<file path="src/logic/dcf_regs.vh">
// Constants for the FIFO flag block: sizes, register map, fields, reset values, timing.
`ifndef DCF_REGS_VH
`define DCF_REGS_VH
`define DCF_DW 18
`define DCF_AW 6
`define DCF_CW 7
`define DCF_DEPTH 7'h40
`define DCF_HALF 7'h20
`define DCF_LAST 6'h3F
`define DCF_AF_LIMIT 8'h41
`define DCF_BUS_AW 8
`define DCF_OFS_AE_OFFSET 8'h00
`define DCF_OFS_AF_OFFSET 8'h04
`define DCF_OFS_STATUS 8'h08
`define DCF_OFS_IRQ_STAT 8'h0C
`define DCF_OFS_IRQ_MASK 8'h10
`define DCF_AE_OFFSET_RST 7'h08
`define DCF_AF_OFFSET_RST 7'h08
`define DCF_IRQ_W 5
`define DCF_IRQ_MASK_RST 5'h00
`define DCF_EV_WR_REFUSED 0
`define DCF_EV_RD_REFUSED 1
`define DCF_EV_ALMOST_FULL 2
`define DCF_EV_ALMOST_EMPTY 3
`define DCF_EV_RT_DONE 4
`define DCF_ST_CNT_LSB 0
`define DCF_ST_FLAG_LSB 8
`define DCF_ST_RT_BUSY 13
`define DCF_CLK_NS 50
`define DCF_RTR_NS 25
`define DCF_RTR_CYC ((`DCF_RTR_NS + `DCF_CLK_NS - 1) / `DCF_CLK_NS)
`define DCF_RESP_OKAY 2'h0
`define DCF_RESP_SLVERR 2'h2
`endif

</file>
<file path="src/logic/dcf_mem.v">
// Storage array with a registered, resettable read port.
`timescale 1ns/100ps
`default_nettype none
`include "dcf_regs.vh"
module dcf_mem (
  // Clock and reset
  input  wire                aclk,
  input  wire                aresetn,
  // Write port
  input  wire                wr_en,
  input  wire [`DCF_AW-1:0]  wr_addr,
  input  wire [`DCF_DW-1:0]  wr_data,
  // Read port
  input  wire                rd_en,
  input  wire [`DCF_AW-1:0]  rd_addr,
  output reg  [`DCF_DW-1:0]  rd_data
);
  reg [`DCF_DW-1:0] mem [0:(1<<`DCF_AW)-1];

  always @(posedge aclk) begin
    if (wr_en) begin
      mem[wr_addr] <= wr_data;
    end
  end

  // Output word clears on reset so the pins show zero until the first read.
  always @(posedge aclk) begin
    if (!aresetn) begin
      rd_data <= {`DCF_DW{1'b0}};
    end else if (rd_en) begin
      rd_data <= mem[rd_addr];
    end
  end
endmodule // dcf_mem
`default_nettype wire

</file>
<file path="src/logic/dcf_axil.v">
// AXI4-Lite slave front end that turns bus beats into register strobes.
`timescale 1ns/100ps
`default_nettype none
`include "dcf_regs.vh"
module dcf_axil (
  // Clock and reset
  input  wire                   aclk,
  input  wire                   aresetn,
  // Write address and data
  input  wire [`DCF_BUS_AW-1:0] s_axi_awaddr,
  input  wire                   s_axi_awvalid,
  output wire                   s_axi_awready,
  input  wire [31:0]            s_axi_wdata,
  input  wire [3:0]             s_axi_wstrb,
  input  wire                   s_axi_wvalid,
  output wire                   s_axi_wready,
  // Write response
  output reg  [1:0]             s_axi_bresp,
  output reg                    s_axi_bvalid,
  input  wire                   s_axi_bready,
  // Read address and data
  input  wire [`DCF_BUS_AW-1:0] s_axi_araddr,
  input  wire                   s_axi_arvalid,
  output wire                   s_axi_arready,
  output reg  [31:0]            s_axi_rdata,
  output reg  [1:0]             s_axi_rresp,
  output reg                    s_axi_rvalid,
  input  wire                   s_axi_rready,
  // Register side
  output wire                   reg_wr,
  output reg  [`DCF_BUS_AW-1:0] reg_waddr,
  output reg  [31:0]            reg_wdata,
  output reg  [3:0]             reg_wstrb,
  input  wire                   reg_wr_ok,
  output wire [`DCF_BUS_AW-1:0] reg_raddr,
  input  wire [31:0]            reg_rdata,
  input  wire                   reg_rd_ok
);
  reg aw_full_reg;
  reg w_full_reg;

  assign s_axi_awready = !aw_full_reg && !s_axi_bvalid;
  assign s_axi_wready  = !w_full_reg && !s_axi_bvalid;
  assign reg_wr        = aw_full_reg && w_full_reg && !s_axi_bvalid;
  assign s_axi_arready = !s_axi_rvalid;
  assign reg_raddr     = s_axi_araddr;

  // Address and data may arrive in either order; the write fires once both are held.
  always @(posedge aclk) begin
    if (!aresetn) begin
      aw_full_reg  <= 1'b0;
      w_full_reg   <= 1'b0;
      reg_waddr    <= {`DCF_BUS_AW{1'b0}};
      reg_wdata    <= 32'h0;
      reg_wstrb    <= 4'h0;
      s_axi_bvalid <= 1'b0;
      s_axi_bresp  <= `DCF_RESP_OKAY;
    end else begin
      if (s_axi_awvalid && s_axi_awready) begin
        aw_full_reg <= 1'b1;
        reg_waddr   <= s_axi_awaddr;
      end
      if (s_axi_wvalid && s_axi_wready) begin
        w_full_reg <= 1'b1;
        reg_wdata  <= s_axi_wdata;
        reg_wstrb  <= s_axi_wstrb;
      end
      if (reg_wr) begin
        aw_full_reg  <= 1'b0;
        w_full_reg   <= 1'b0;
        s_axi_bvalid <= 1'b1;
        s_axi_bresp  <= reg_wr_ok ? `DCF_RESP_OKAY : `DCF_RESP_SLVERR;
      end else if (s_axi_bready) begin
        s_axi_bvalid <= 1'b0;
      end
    end
  end

  always @(posedge aclk) begin
    if (!aresetn) begin
      s_axi_rvalid <= 1'b0;
      s_axi_rdata  <= 32'h0;
      s_axi_rresp  <= `DCF_RESP_OKAY;
    end else if (s_axi_arvalid && s_axi_arready) begin
      s_axi_rvalid <= 1'b1;
      s_axi_rdata  <= reg_rd_ok ? reg_rdata : 32'h0;
      s_axi_rresp  <= reg_rd_ok ? `DCF_RESP_OKAY : `DCF_RESP_SLVERR;
    end else if (s_axi_rready) begin
      s_axi_rvalid <= 1'b0;
    end
  end
endmodule // dcf_axil
`default_nettype wire

</file>
<file path="src/logic/dcf_fifo.v">
// FIFO with full, empty, half-full and programmable almost flags, retransmit and expansion.
//
// Functional notes
// - Full clears on the current read edge.
// - Empty clears on the current write edge.
// - Reset works with the clock running.
// - After reset, outputs low when driven.
// - First word readable cycle after empty clears.
// - First-read latency bounded at empty boundary.
// - Almost-empty low means below offset n.
// - Synchronous almost flags only when select low.
// - Almost-empty changes on current read edge.
// - Almost-full threshold is depth minus m plus one.
// - Almost-full low holds depth minus (m-1).
// - Almost-full changes on current write edge.
// - Write expansion pulses at last location.
// - Read expansion pulses at last location.
// - Flags valid after retransmit recovery.
// - Synchronous almost flags need one further cycle.
`timescale 1ns/100ps
`default_nettype none
`include "dcf_regs.vh"
module dcf_fifo (
  // Clock and reset
  input  wire                   aclk,
  input  wire                   aresetn,
  // Write side
  input  wire                   wr_en_n,
  input  wire [`DCF_DW-1:0]     wr_data,
  // Read side
  input  wire                   rd_en_n,
  input  wire                   out_en_n,
  output wire [`DCF_DW-1:0]     rd_data,
  output wire                   rd_data_oe,
  // Control
  input  wire                   retransmit_n,
  input  wire                   flag_sync_select,
  // Status flags
  output reg                    full_flag_n,
  output reg                    empty_flag_n,
  output reg                    half_full_flag_n,
  output reg                    almost_empty_flag_n,
  output reg                    almost_full_flag_n,
  // Expansion
  output reg                    write_expansion_out,
  output reg                    read_expansion_out,
  // Interrupt
  output wire                   irq,
  // AXI4-Lite write channels
  input  wire [`DCF_BUS_AW-1:0] s_axi_awaddr,
  input  wire                   s_axi_awvalid,
  output wire                   s_axi_awready,
  input  wire [31:0]            s_axi_wdata,
  input  wire [3:0]             s_axi_wstrb,
  input  wire                   s_axi_wvalid,
  output wire                   s_axi_wready,
  output wire [1:0]             s_axi_bresp,
  output wire                   s_axi_bvalid,
  input  wire                   s_axi_bready,
  // AXI4-Lite read channels
  input  wire [`DCF_BUS_AW-1:0] s_axi_araddr,
  input  wire                   s_axi_arvalid,
  output wire                   s_axi_arready,
  output wire [31:0]            s_axi_rdata,
  output wire [1:0]             s_axi_rresp,
  output wire                   s_axi_rvalid,
  input  wire                   s_axi_rready
);
  // Recovery cycles, rounded up; the two-bit counter keeps only the low two bits of it.
  localparam integer RTR_CYC_INT = `DCF_RTR_CYC;
  localparam [1:0]   RTR_CYC     = RTR_CYC_INT[1:0];

  // Pointers, fill count and retransmit state.
  reg  [`DCF_AW-1:0]    wr_ptr_reg;
  reg  [`DCF_AW-1:0]    rd_ptr_reg;
  reg  [`DCF_CW-1:0]    cnt_reg;
  reg  [`DCF_CW-1:0]    cnt_next;
  reg                   rt_busy_reg;
  reg  [1:0]            rt_cnt_reg;
  // Software registers.
  reg  [`DCF_CW-1:0]    ae_offset_reg;
  reg  [`DCF_CW-1:0]    af_offset_reg;
  reg  [`DCF_IRQ_W-1:0] irq_stat_reg;
  reg  [`DCF_IRQ_W-1:0] irq_stat_next;
  reg  [`DCF_IRQ_W-1:0] irq_mask_reg;
  reg  [`DCF_IRQ_W-1:0] irq_ev;
  reg  [31:0]           reg_rdata;
  wire                  reg_wr;
  wire [`DCF_BUS_AW-1:0] reg_waddr;
  wire [31:0]           reg_wdata;
  wire [3:0]            reg_wstrb;
  wire [`DCF_BUS_AW-1:0] reg_raddr;
  wire                  wr_acc;
  wire                  rd_acc;
  wire                  rt_start;
  wire                  rt_done;
  wire [`DCF_CW-1:0]    rt_base;
  wire [`DCF_CW-1:0]    almost_src;
  wire                  ae_hit_now;
  wire                  af_hit_now;

  // True when the byte address names one of the mapped registers.
  function addr_hit;
    input [`DCF_BUS_AW-1:0] a;
    begin
      addr_hit = (a == `DCF_OFS_AE_OFFSET) || (a == `DCF_OFS_AF_OFFSET) ||
                 (a == `DCF_OFS_STATUS) || (a == `DCF_OFS_IRQ_STAT) ||
                 (a == `DCF_OFS_IRQ_MASK);
    end
  endfunction

  // Almost-empty while fewer than n words remain.
  function ae_hit;
    input [`DCF_CW-1:0] c;
    input [`DCF_CW-1:0] n;
    begin
      ae_hit = (c < n);
    end
  endfunction

  // Almost-full once depth - m + 1 words are held.
  function af_hit;
    input [`DCF_CW-1:0] c;
    input [`DCF_CW-1:0] m;
    begin
      af_hit = ({1'b0, c} + {1'b0, m}) >= `DCF_AF_LIMIT;
    end
  endfunction

  // True at the last physical location.
  function at_last;
    input [`DCF_AW-1:0] p;
    begin
      at_last = (p == `DCF_LAST);
    end
  endfunction

  // Handshakes are gated by the registered flags, so a refused beat never moves a pointer.
  assign wr_acc   = !wr_en_n && full_flag_n;
  // Retransmit held low restarts the replay after each recovery.
  assign rt_start = !retransmit_n && !rt_busy_reg;
  assign rd_acc   = !rd_en_n && empty_flag_n && !rt_busy_reg && retransmit_n;
  assign rt_done  = rt_busy_reg && (rt_cnt_reg == RTR_CYC);

  // Retransmit replays from location zero; a full wrapped array keeps its full count.
  assign rt_base = ((cnt_reg == `DCF_DEPTH) && (wr_ptr_reg == {`DCF_AW{1'b0}})) ?
                   `DCF_DEPTH : {1'b0, wr_ptr_reg};

  // A write on the replay edge still counts.
  always @* begin
    if (rt_start) begin
      cnt_next = rt_base + {{(`DCF_CW-1){1'b0}}, wr_acc};
    end else begin
      cnt_next = cnt_reg + {{(`DCF_CW-1){1'b0}}, wr_acc} - {{(`DCF_CW-1){1'b0}}, rd_acc};
    end
  end

  // The read port moves only on a taken read.
  dcf_mem u_mem (
    .aclk    (aclk),
    .aresetn (aresetn),
    .wr_en   (wr_acc),
    .wr_addr (wr_ptr_reg),
    .wr_data (wr_data),
    .rd_en   (rd_acc),
    .rd_addr (rd_ptr_reg),
    .rd_data (rd_data)
  );

  // Data pins are driven while the output enable is low; the register holds zero after reset.
  assign rd_data_oe = !out_en_n;

  // Reset is synchronous and needs no stopped clock on either side.
  always @(posedge aclk) begin
    if (!aresetn) begin
      wr_ptr_reg  <= {`DCF_AW{1'b0}};
      rd_ptr_reg  <= {`DCF_AW{1'b0}};
      cnt_reg     <= {`DCF_CW{1'b0}};
      rt_busy_reg <= 1'b0;
      rt_cnt_reg  <= 2'h0;
    end else begin
      cnt_reg <= cnt_next;
      if (wr_acc) begin
        wr_ptr_reg <= wr_ptr_reg + 6'h01;
      end
      if (rt_start) begin
        rd_ptr_reg  <= {`DCF_AW{1'b0}};
        rt_busy_reg <= 1'b1;
        rt_cnt_reg  <= 2'h1;
      end else if (rd_acc) begin
        rd_ptr_reg <= rd_ptr_reg + 6'h01;
      end
      // Reads stay refused until the recovery interval has run out.
      if (rt_done) begin
        rt_busy_reg <= 1'b0;
        rt_cnt_reg  <= 2'h0;
      end else if (rt_busy_reg) begin
        rt_cnt_reg <= rt_cnt_reg + 2'h1;
      end
    end
  end

  // One clock serves both ports, so every edge meets the skew needed for a same-edge change.
  // In synchronous mode the almost flags look at the settled count, one edge later.
  assign almost_src = flag_sync_select ? cnt_next : cnt_reg;
  assign ae_hit_now = ae_hit(almost_src, ae_offset_reg);
  assign af_hit_now = af_hit(almost_src, af_offset_reg);

  always @(posedge aclk) begin
    if (!aresetn) begin
      // Empty and almost-empty assert in reset.
      full_flag_n         <= 1'b1;
      empty_flag_n        <= 1'b0;
      half_full_flag_n    <= 1'b1;
      almost_empty_flag_n <= 1'b0;
      almost_full_flag_n  <= 1'b1;
      write_expansion_out <= 1'b0;
      read_expansion_out  <= 1'b0;
    end else begin
      full_flag_n         <= (cnt_next != `DCF_DEPTH);
      empty_flag_n        <= (cnt_next != {`DCF_CW{1'b0}});
      half_full_flag_n    <= !(cnt_next > `DCF_HALF);
      almost_empty_flag_n <= !ae_hit_now;
      almost_full_flag_n  <= !af_hit_now;
      write_expansion_out <= wr_acc && at_last(wr_ptr_reg);
      read_expansion_out  <= rd_acc && at_last(rd_ptr_reg);
    end
  end

  // Interrupt events are single-cycle causes sampled against the flag edges.
  always @* begin
    irq_ev = {`DCF_IRQ_W{1'b0}};
    irq_ev[`DCF_EV_WR_REFUSED]   = !wr_en_n && !full_flag_n;
    irq_ev[`DCF_EV_RD_REFUSED]   = !rd_en_n && !empty_flag_n;
    irq_ev[`DCF_EV_ALMOST_FULL]  = af_hit_now && almost_full_flag_n;
    irq_ev[`DCF_EV_ALMOST_EMPTY] = ae_hit_now && almost_empty_flag_n;
    irq_ev[`DCF_EV_RT_DONE]      = rt_done;
  end

  // A new event in the same cycle as a write-one clear keeps its bit set.
  always @* begin
    irq_stat_next = irq_stat_reg;
    if (reg_wr && (reg_waddr == `DCF_OFS_IRQ_STAT) && reg_wstrb[0]) begin
      irq_stat_next = irq_stat_reg & ~reg_wdata[`DCF_IRQ_W-1:0];
    end
    irq_stat_next = irq_stat_next | irq_ev;
  end

  // Offsets are seven bits so either can reach the full depth.
  always @(posedge aclk) begin
    if (!aresetn) begin
      ae_offset_reg <= `DCF_AE_OFFSET_RST;
      af_offset_reg <= `DCF_AF_OFFSET_RST;
      irq_mask_reg  <= `DCF_IRQ_MASK_RST;
      irq_stat_reg  <= {`DCF_IRQ_W{1'b0}};
    end else begin
      irq_stat_reg <= irq_stat_next;
      if (reg_wr && reg_wstrb[0]) begin
        case (reg_waddr)
          `DCF_OFS_AE_OFFSET: begin
            ae_offset_reg <= reg_wdata[`DCF_CW-1:0];
          end
          `DCF_OFS_AF_OFFSET: begin
            af_offset_reg <= reg_wdata[`DCF_CW-1:0];
          end
          `DCF_OFS_IRQ_MASK: begin
            irq_mask_reg <= reg_wdata[`DCF_IRQ_W-1:0];
          end
          default: begin
          end
        endcase
      end
    end
  end

  // Level output: software clears each unmasked cause to drop it.
  assign irq = |(irq_stat_reg & irq_mask_reg);

  always @* begin
    reg_rdata = 32'h0;
    case (reg_raddr)
      `DCF_OFS_AE_OFFSET: begin
        reg_rdata[`DCF_CW-1:0] = ae_offset_reg;
      end
      `DCF_OFS_AF_OFFSET: begin
        reg_rdata[`DCF_CW-1:0] = af_offset_reg;
      end
      // Count, five flag levels and the replay busy bit.
      `DCF_OFS_STATUS: begin
        reg_rdata[`DCF_ST_CNT_LSB +: `DCF_CW] = cnt_reg;
        reg_rdata[`DCF_ST_FLAG_LSB +: 5]      = {almost_full_flag_n, almost_empty_flag_n,
                                                 half_full_flag_n, empty_flag_n,
                                                 full_flag_n};
        reg_rdata[`DCF_ST_RT_BUSY]            = rt_busy_reg;
      end
      `DCF_OFS_IRQ_STAT: begin
        reg_rdata[`DCF_IRQ_W-1:0] = irq_stat_reg;
      end
      `DCF_OFS_IRQ_MASK: begin
        reg_rdata[`DCF_IRQ_W-1:0] = irq_mask_reg;
      end
      default: begin
        reg_rdata = 32'h0;
      end
    endcase
  end

  // Unmapped addresses get an error response and change nothing.
  dcf_axil u_axil (
    .aclk          (aclk),
    .aresetn       (aresetn),
    .s_axi_awaddr  (s_axi_awaddr),
    .s_axi_awvalid (s_axi_awvalid),
    .s_axi_awready (s_axi_awready),
    .s_axi_wdata   (s_axi_wdata),
    .s_axi_wstrb   (s_axi_wstrb),
    .s_axi_wvalid  (s_axi_wvalid),
    .s_axi_wready  (s_axi_wready),
    .s_axi_bresp   (s_axi_bresp),
    .s_axi_bvalid  (s_axi_bvalid),
    .s_axi_bready  (s_axi_bready),
    .s_axi_araddr  (s_axi_araddr),
    .s_axi_arvalid (s_axi_arvalid),
    .s_axi_arready (s_axi_arready),
    .s_axi_rdata   (s_axi_rdata),
    .s_axi_rresp   (s_axi_rresp),
    .s_axi_rvalid  (s_axi_rvalid),
    .s_axi_rready  (s_axi_rready),
    .reg_wr        (reg_wr),
    .reg_waddr     (reg_waddr),
    .reg_wdata     (reg_wdata),
    .reg_wstrb     (reg_wstrb),
    .reg_wr_ok     (addr_hit(reg_waddr)),
    .reg_raddr     (reg_raddr),
    .reg_rdata     (reg_rdata),
    .reg_rd_ok     (addr_hit(reg_raddr))
  );
endmodule // dcf_fifo
`default_nettype wire

</file>
<file path="config.mk">
export PLATFORM = sky130hd
export DESIGN_NAME = dcf_fifo
export DESIGN_NICKNAME = d
export VERILOG_FILES = /design/src/logic/dcf_mem.v /design/src/logic/dcf_axil.v /design/src/logic/dcf_fifo.v
export VERILOG_INCLUDE_DIRS = /design/src /design/src/logic
export SDC_FILE = /design/constraint.sdc
export NUM_CORES = 2
export LEC_CHECK = 0
export BUFFER_PORTS_ARGS = -buffer_cell sky130_fd_sc_hd__buf_4
export CORE_MARGIN = 2
export CORE_UTILIZATION = 60
export DETAILED_ROUTE_END_ITERATION = 7
export GPL_ROUTABILITY_DRIVEN = 0
export PLACE_DENSITY = 0.78
export SLEW_MARGIN = 15
export SYNTH_ARGS = -nofsm -noshare
export SYNTH_HDL_FRONTEND = slang
export SYNTH_SLANG_ARGS = --single-unit
</file>
<file path="constraint.sdc">
create_clock -name aclk -period 11.5 [get_ports aclk]
set_clock_uncertainty 0.05 [all_clocks]
set_input_delay 0.575 -clock aclk [delete_from_list [all_inputs] [get_ports aclk]]
set_output_delay 0.575 -clock aclk [all_outputs]
set_load 0.02 [all_outputs]
</file>
==> results.sh <==
export IMPL_grt_pass1_wl_microns=177000
export IMPL_cpMaxStageDelayCell="or3_1"
export IMPL_vias=27351
export IMPL_yosys_register_bits=1258
export IMPL_criticalPathCategory="reg -> reg"
export IMPL_layout_common_cells="edfxtp_1 (1152), mux2i_1 (265), mux4_2 (171), buf_4 (169), nand2_1 (136)"
export IMPL_yosys_top_cells_area="edfxtp_1 (70%), mux4_2 (7.8%), mux2i_1 (5.3%), dfxtp_1 (4.3%), a22oi_1 (1.5%)"
export IMPL_cts_buffers=116
export IMPL_async_flop_share_pct=0
export IMPL_top_register="u_mem.mem"
export IMPL_layoutNonFillerInstCount=4071
export IMPL_synth_flop_cell="edfxtp_1"
export IMPL_tns_ps=0
export IMPL_placed_cells=3851
export IMPL_cpMostUsedCell="ha_1"
export IMPL_use_met3_pct=6.63
export IMPL_rsz0062_at_grt="false"
export IMPL_critPathTopFamily="simple AND/OR/NAND/NOR gates"
export IMPL_root_buffer="clkbuf_16"
export IMPL_grt_pass1_vias=27375
export IMPL_port_buffers=100
export IMPL_via_per_inst=6.72
export IMPL_overflow=0
export IMPL_layout_cells_most_common="edfxtp_1"
export IMPL_startpoint="wr_ptr_reg[3]"
export IMPL_die_y_microns=292
export IMPL_worst_slew_pin_slew_ps=1200
export IMPL_globalRouteMet1Util_pct=38.8
export IMPL_antenna_found_initial=2
export IMPL_insertion_delay_ps=710
export IMPL_critPathBufInv=1
export IMPL_synth_top_area_share_pct=69.7
export IMPL_clk_pin_slew_worst_paths_ps=70
export IMPL_wire_per_inst_microns=29.8
export IMPL_hold_class="in -> reg"
export IMPL_drtIter0Drc=3404
export IMPL_rows=105
export IMPL_r2r_start="wr_ptr_reg[3]"
export IMPL_drive_gt1_share_pct=19.6
export IMPL_critPathCaptureType="register"
export IMPL_crit_arrival_ps=5790
export IMPL_first_pass_iters=7
export IMPL_grt_max_degree=129
export IMPL_wirelength_microns=121000
export IMPL_vdd_ir_drop_max_uv=132
export IMPL_clock_sinks=1258
export IMPL_synth_edf_count=1152
export IMPL_largest_reg_flops=1152
export IMPL_drv_slew=0
export IMPL_hp_start="s_axi_wstrb[0]"
export IMPL_die_area_sq_mm=0.0850
export IMPL_met2_usage_pct=45.3
export IMPL_cts_tree="done"
export IMPL_io_pins=150
export IMPL_ys_warnings_count=0
export IMPL_startpoint_type="register"
export IMPL_status="finished, violations left"
export IMPL_yosys_area_top_type="edfxtp_1"
export IMPL_syn_area_sq_mm=0.0496
export IMPL_critPathMaxFanout=12
export IMPL_core_sq_mm=0.0820
export IMPL_p_per_area_mw_per_mm2=172
export IMPL_die_x_microns=292
export IMPL_avgSynthCellArea_sq_um=18.0
export IMPL_top_usage_layer="met2"
export IMPL_track_usage_pct=28.5
export IMPL_p_leak_nw=17.2
export IMPL_yosysSeqAreaShare_pct=74.0
export IMPL_setup_viol=0
export IMPL_max_stage_delay_ps=670
export IMPL_cts_path_max_buffers=3
export IMPL_drv_cap=0
export IMPL_htreeDepth=3
export IMPL_synth_cells=2756
export IMPL_area_growth_pct=11.8
export IMPL_hpwl_microns=67900
export IMPL_min_period_over_period_pct=45.3
export IMPL_violations="DRC"
export IMPL_max_freq_mhz=192
export IMPL_hold_viol=0
export IMPL_crit_chain="or3_1 > or4_4 > and2_1 > ha_1 > or3b_2 > a31oi_1 > ha_1 > inv_1 > fa_1 > nor2b_1 > o21a_1 > nor3_1 > o211a_1 > a221oi_1 > o221a_1"
export IMPL_slew_headroom_pct=20.2
export IMPL_cts_resized=0
export IMPL_final_nets=3012
export IMPL_ys_types=74
export IMPL_antenna_cells=0
export IMPL_fin_crit_ps=5210
export IMPL_start_util_pct=60.5
export IMPL_cp_required_ps=12080
export IMPL_ant_nets=0
export IMPL_drc=1
export IMPL_top_regs="u_mem.mem x1152, u_mem.rd_data x18, u_axil.s_axi_rdata x13"
## final timing paths
check                                           end  slack, ps  cells after the start
worst min register to register  u_axil.reg_wstrb[0]        420                      2
worst max register to register      irq_stat_reg[2]       6290                     15
worst max-delay path                irq_stat_reg[2]       6290                     15
worst min-delay path            u_axil.reg_wstrb[0]         80                      3
## final cells by class
type	instances	area (sq um)
clock buffers	141	3020
multi-input cells	1321	12100
fillers	5052	26500
flip-flops and latches	1258	36700
clock inverters	78	818
inverters	31	116
well taps	1070	1340
repair buffers	172	1320
## Yosys cell counts, drive strengths merged (5+ instances only)
| cell | count |
|---|---|
| a2111oi | 10 |
| a211o | 11 |
| a211oi | 27 |
| a21oi | 61 |
| a221oi | 18 |
| a22o | 14 |
| a22oi | 101 |
| a311oi | 6 |
| a31oi | 12 |
| and2 | 11 |
| and3 | 10 |
| buf | 101 |
| clkbuf | 65 |
| dfxtp | 106 |
| edfxtp | 1152 |
| ha | 28 |
| inv | 30 |
| mux2 | 8 |
| mux2i | 265 |
| mux4 | 171 |
| nand2 | 136 |
| nand2b | 6 |
| nand3 | 37 |
| nand3b | 7 |
| nand4 | 18 |
| nor2 | 140 |
| nor2b | 14 |
| nor3 | 18 |
| o21a | 10 |
| o21ai | 47 |
| o221a | 7 |
| o221ai | 17 |
| o22ai | 15 |
| or3 | 5 |
| xnor2 | 9 |
| xor2 | 7 |
## what timing repair did
action / 4_1_cts / 5_1_grt
buffers inserted: 0 / 0
hold endpoints to repair: 1 / 0
hold buffers: 1 / 0
## worst register-to-register path: stages, from the launching register on
cell and delay [ps]:
dfxtp_1 430, or3_1 670, or4_4 630, and2_1 180, ha_1 300, or3b_2 460, a31oi_1 340, ha_1 270
inv_1 70, fa_1 430, nor2b_1 160, o21a_1 190, nor3_1 60, o211a_1 220, a221oi_1 440, o221a_1 250
## per-layer routing
layer	vias up	part of all wire (%)
li1	11370	-
met1	13984	37
met2	1749	48
met3	244	11
met4	4	3.6
met5	-	0.020
## power by group
group	switching, mW	internal [mW]
combinational	0.385	0.226
clock	1.66	2.21
sequential	0.0498	5.04
## through the flow
step	area (sq um)	utilization (%)	hold slack [ps]	setup slack, ps	power [mW]
after floorplan	49700	-	386	6850	5.55
after global placement	51600	62.9	392	6570	5.75
after detailed placement	51600	62.9	402	6440	5.78
after CTS	55400	67.6	57.0	6400	9.58
after global routing	55500	67.7	80.3	6080	9.81
final	55500	67.7	84.9	6290	9.57
## cell families after synthesis
| family | after synthesis | synth area share [%] |
|---|---|---|
| compound gates | 385 | 5.54 |
| xor+xnor | 16 | 0.282 |
| fa+ha+maj | 30 | 0.787 |
| buf+inv | 197 | 2.12 |
| flops | 1258 | 74.0 |
| mux | 444 | 13.3 |
| other cells | 1 | 0.00756 |
| simple gates | 425 | 3.99 |
Power figures use the tool's default switching activity.
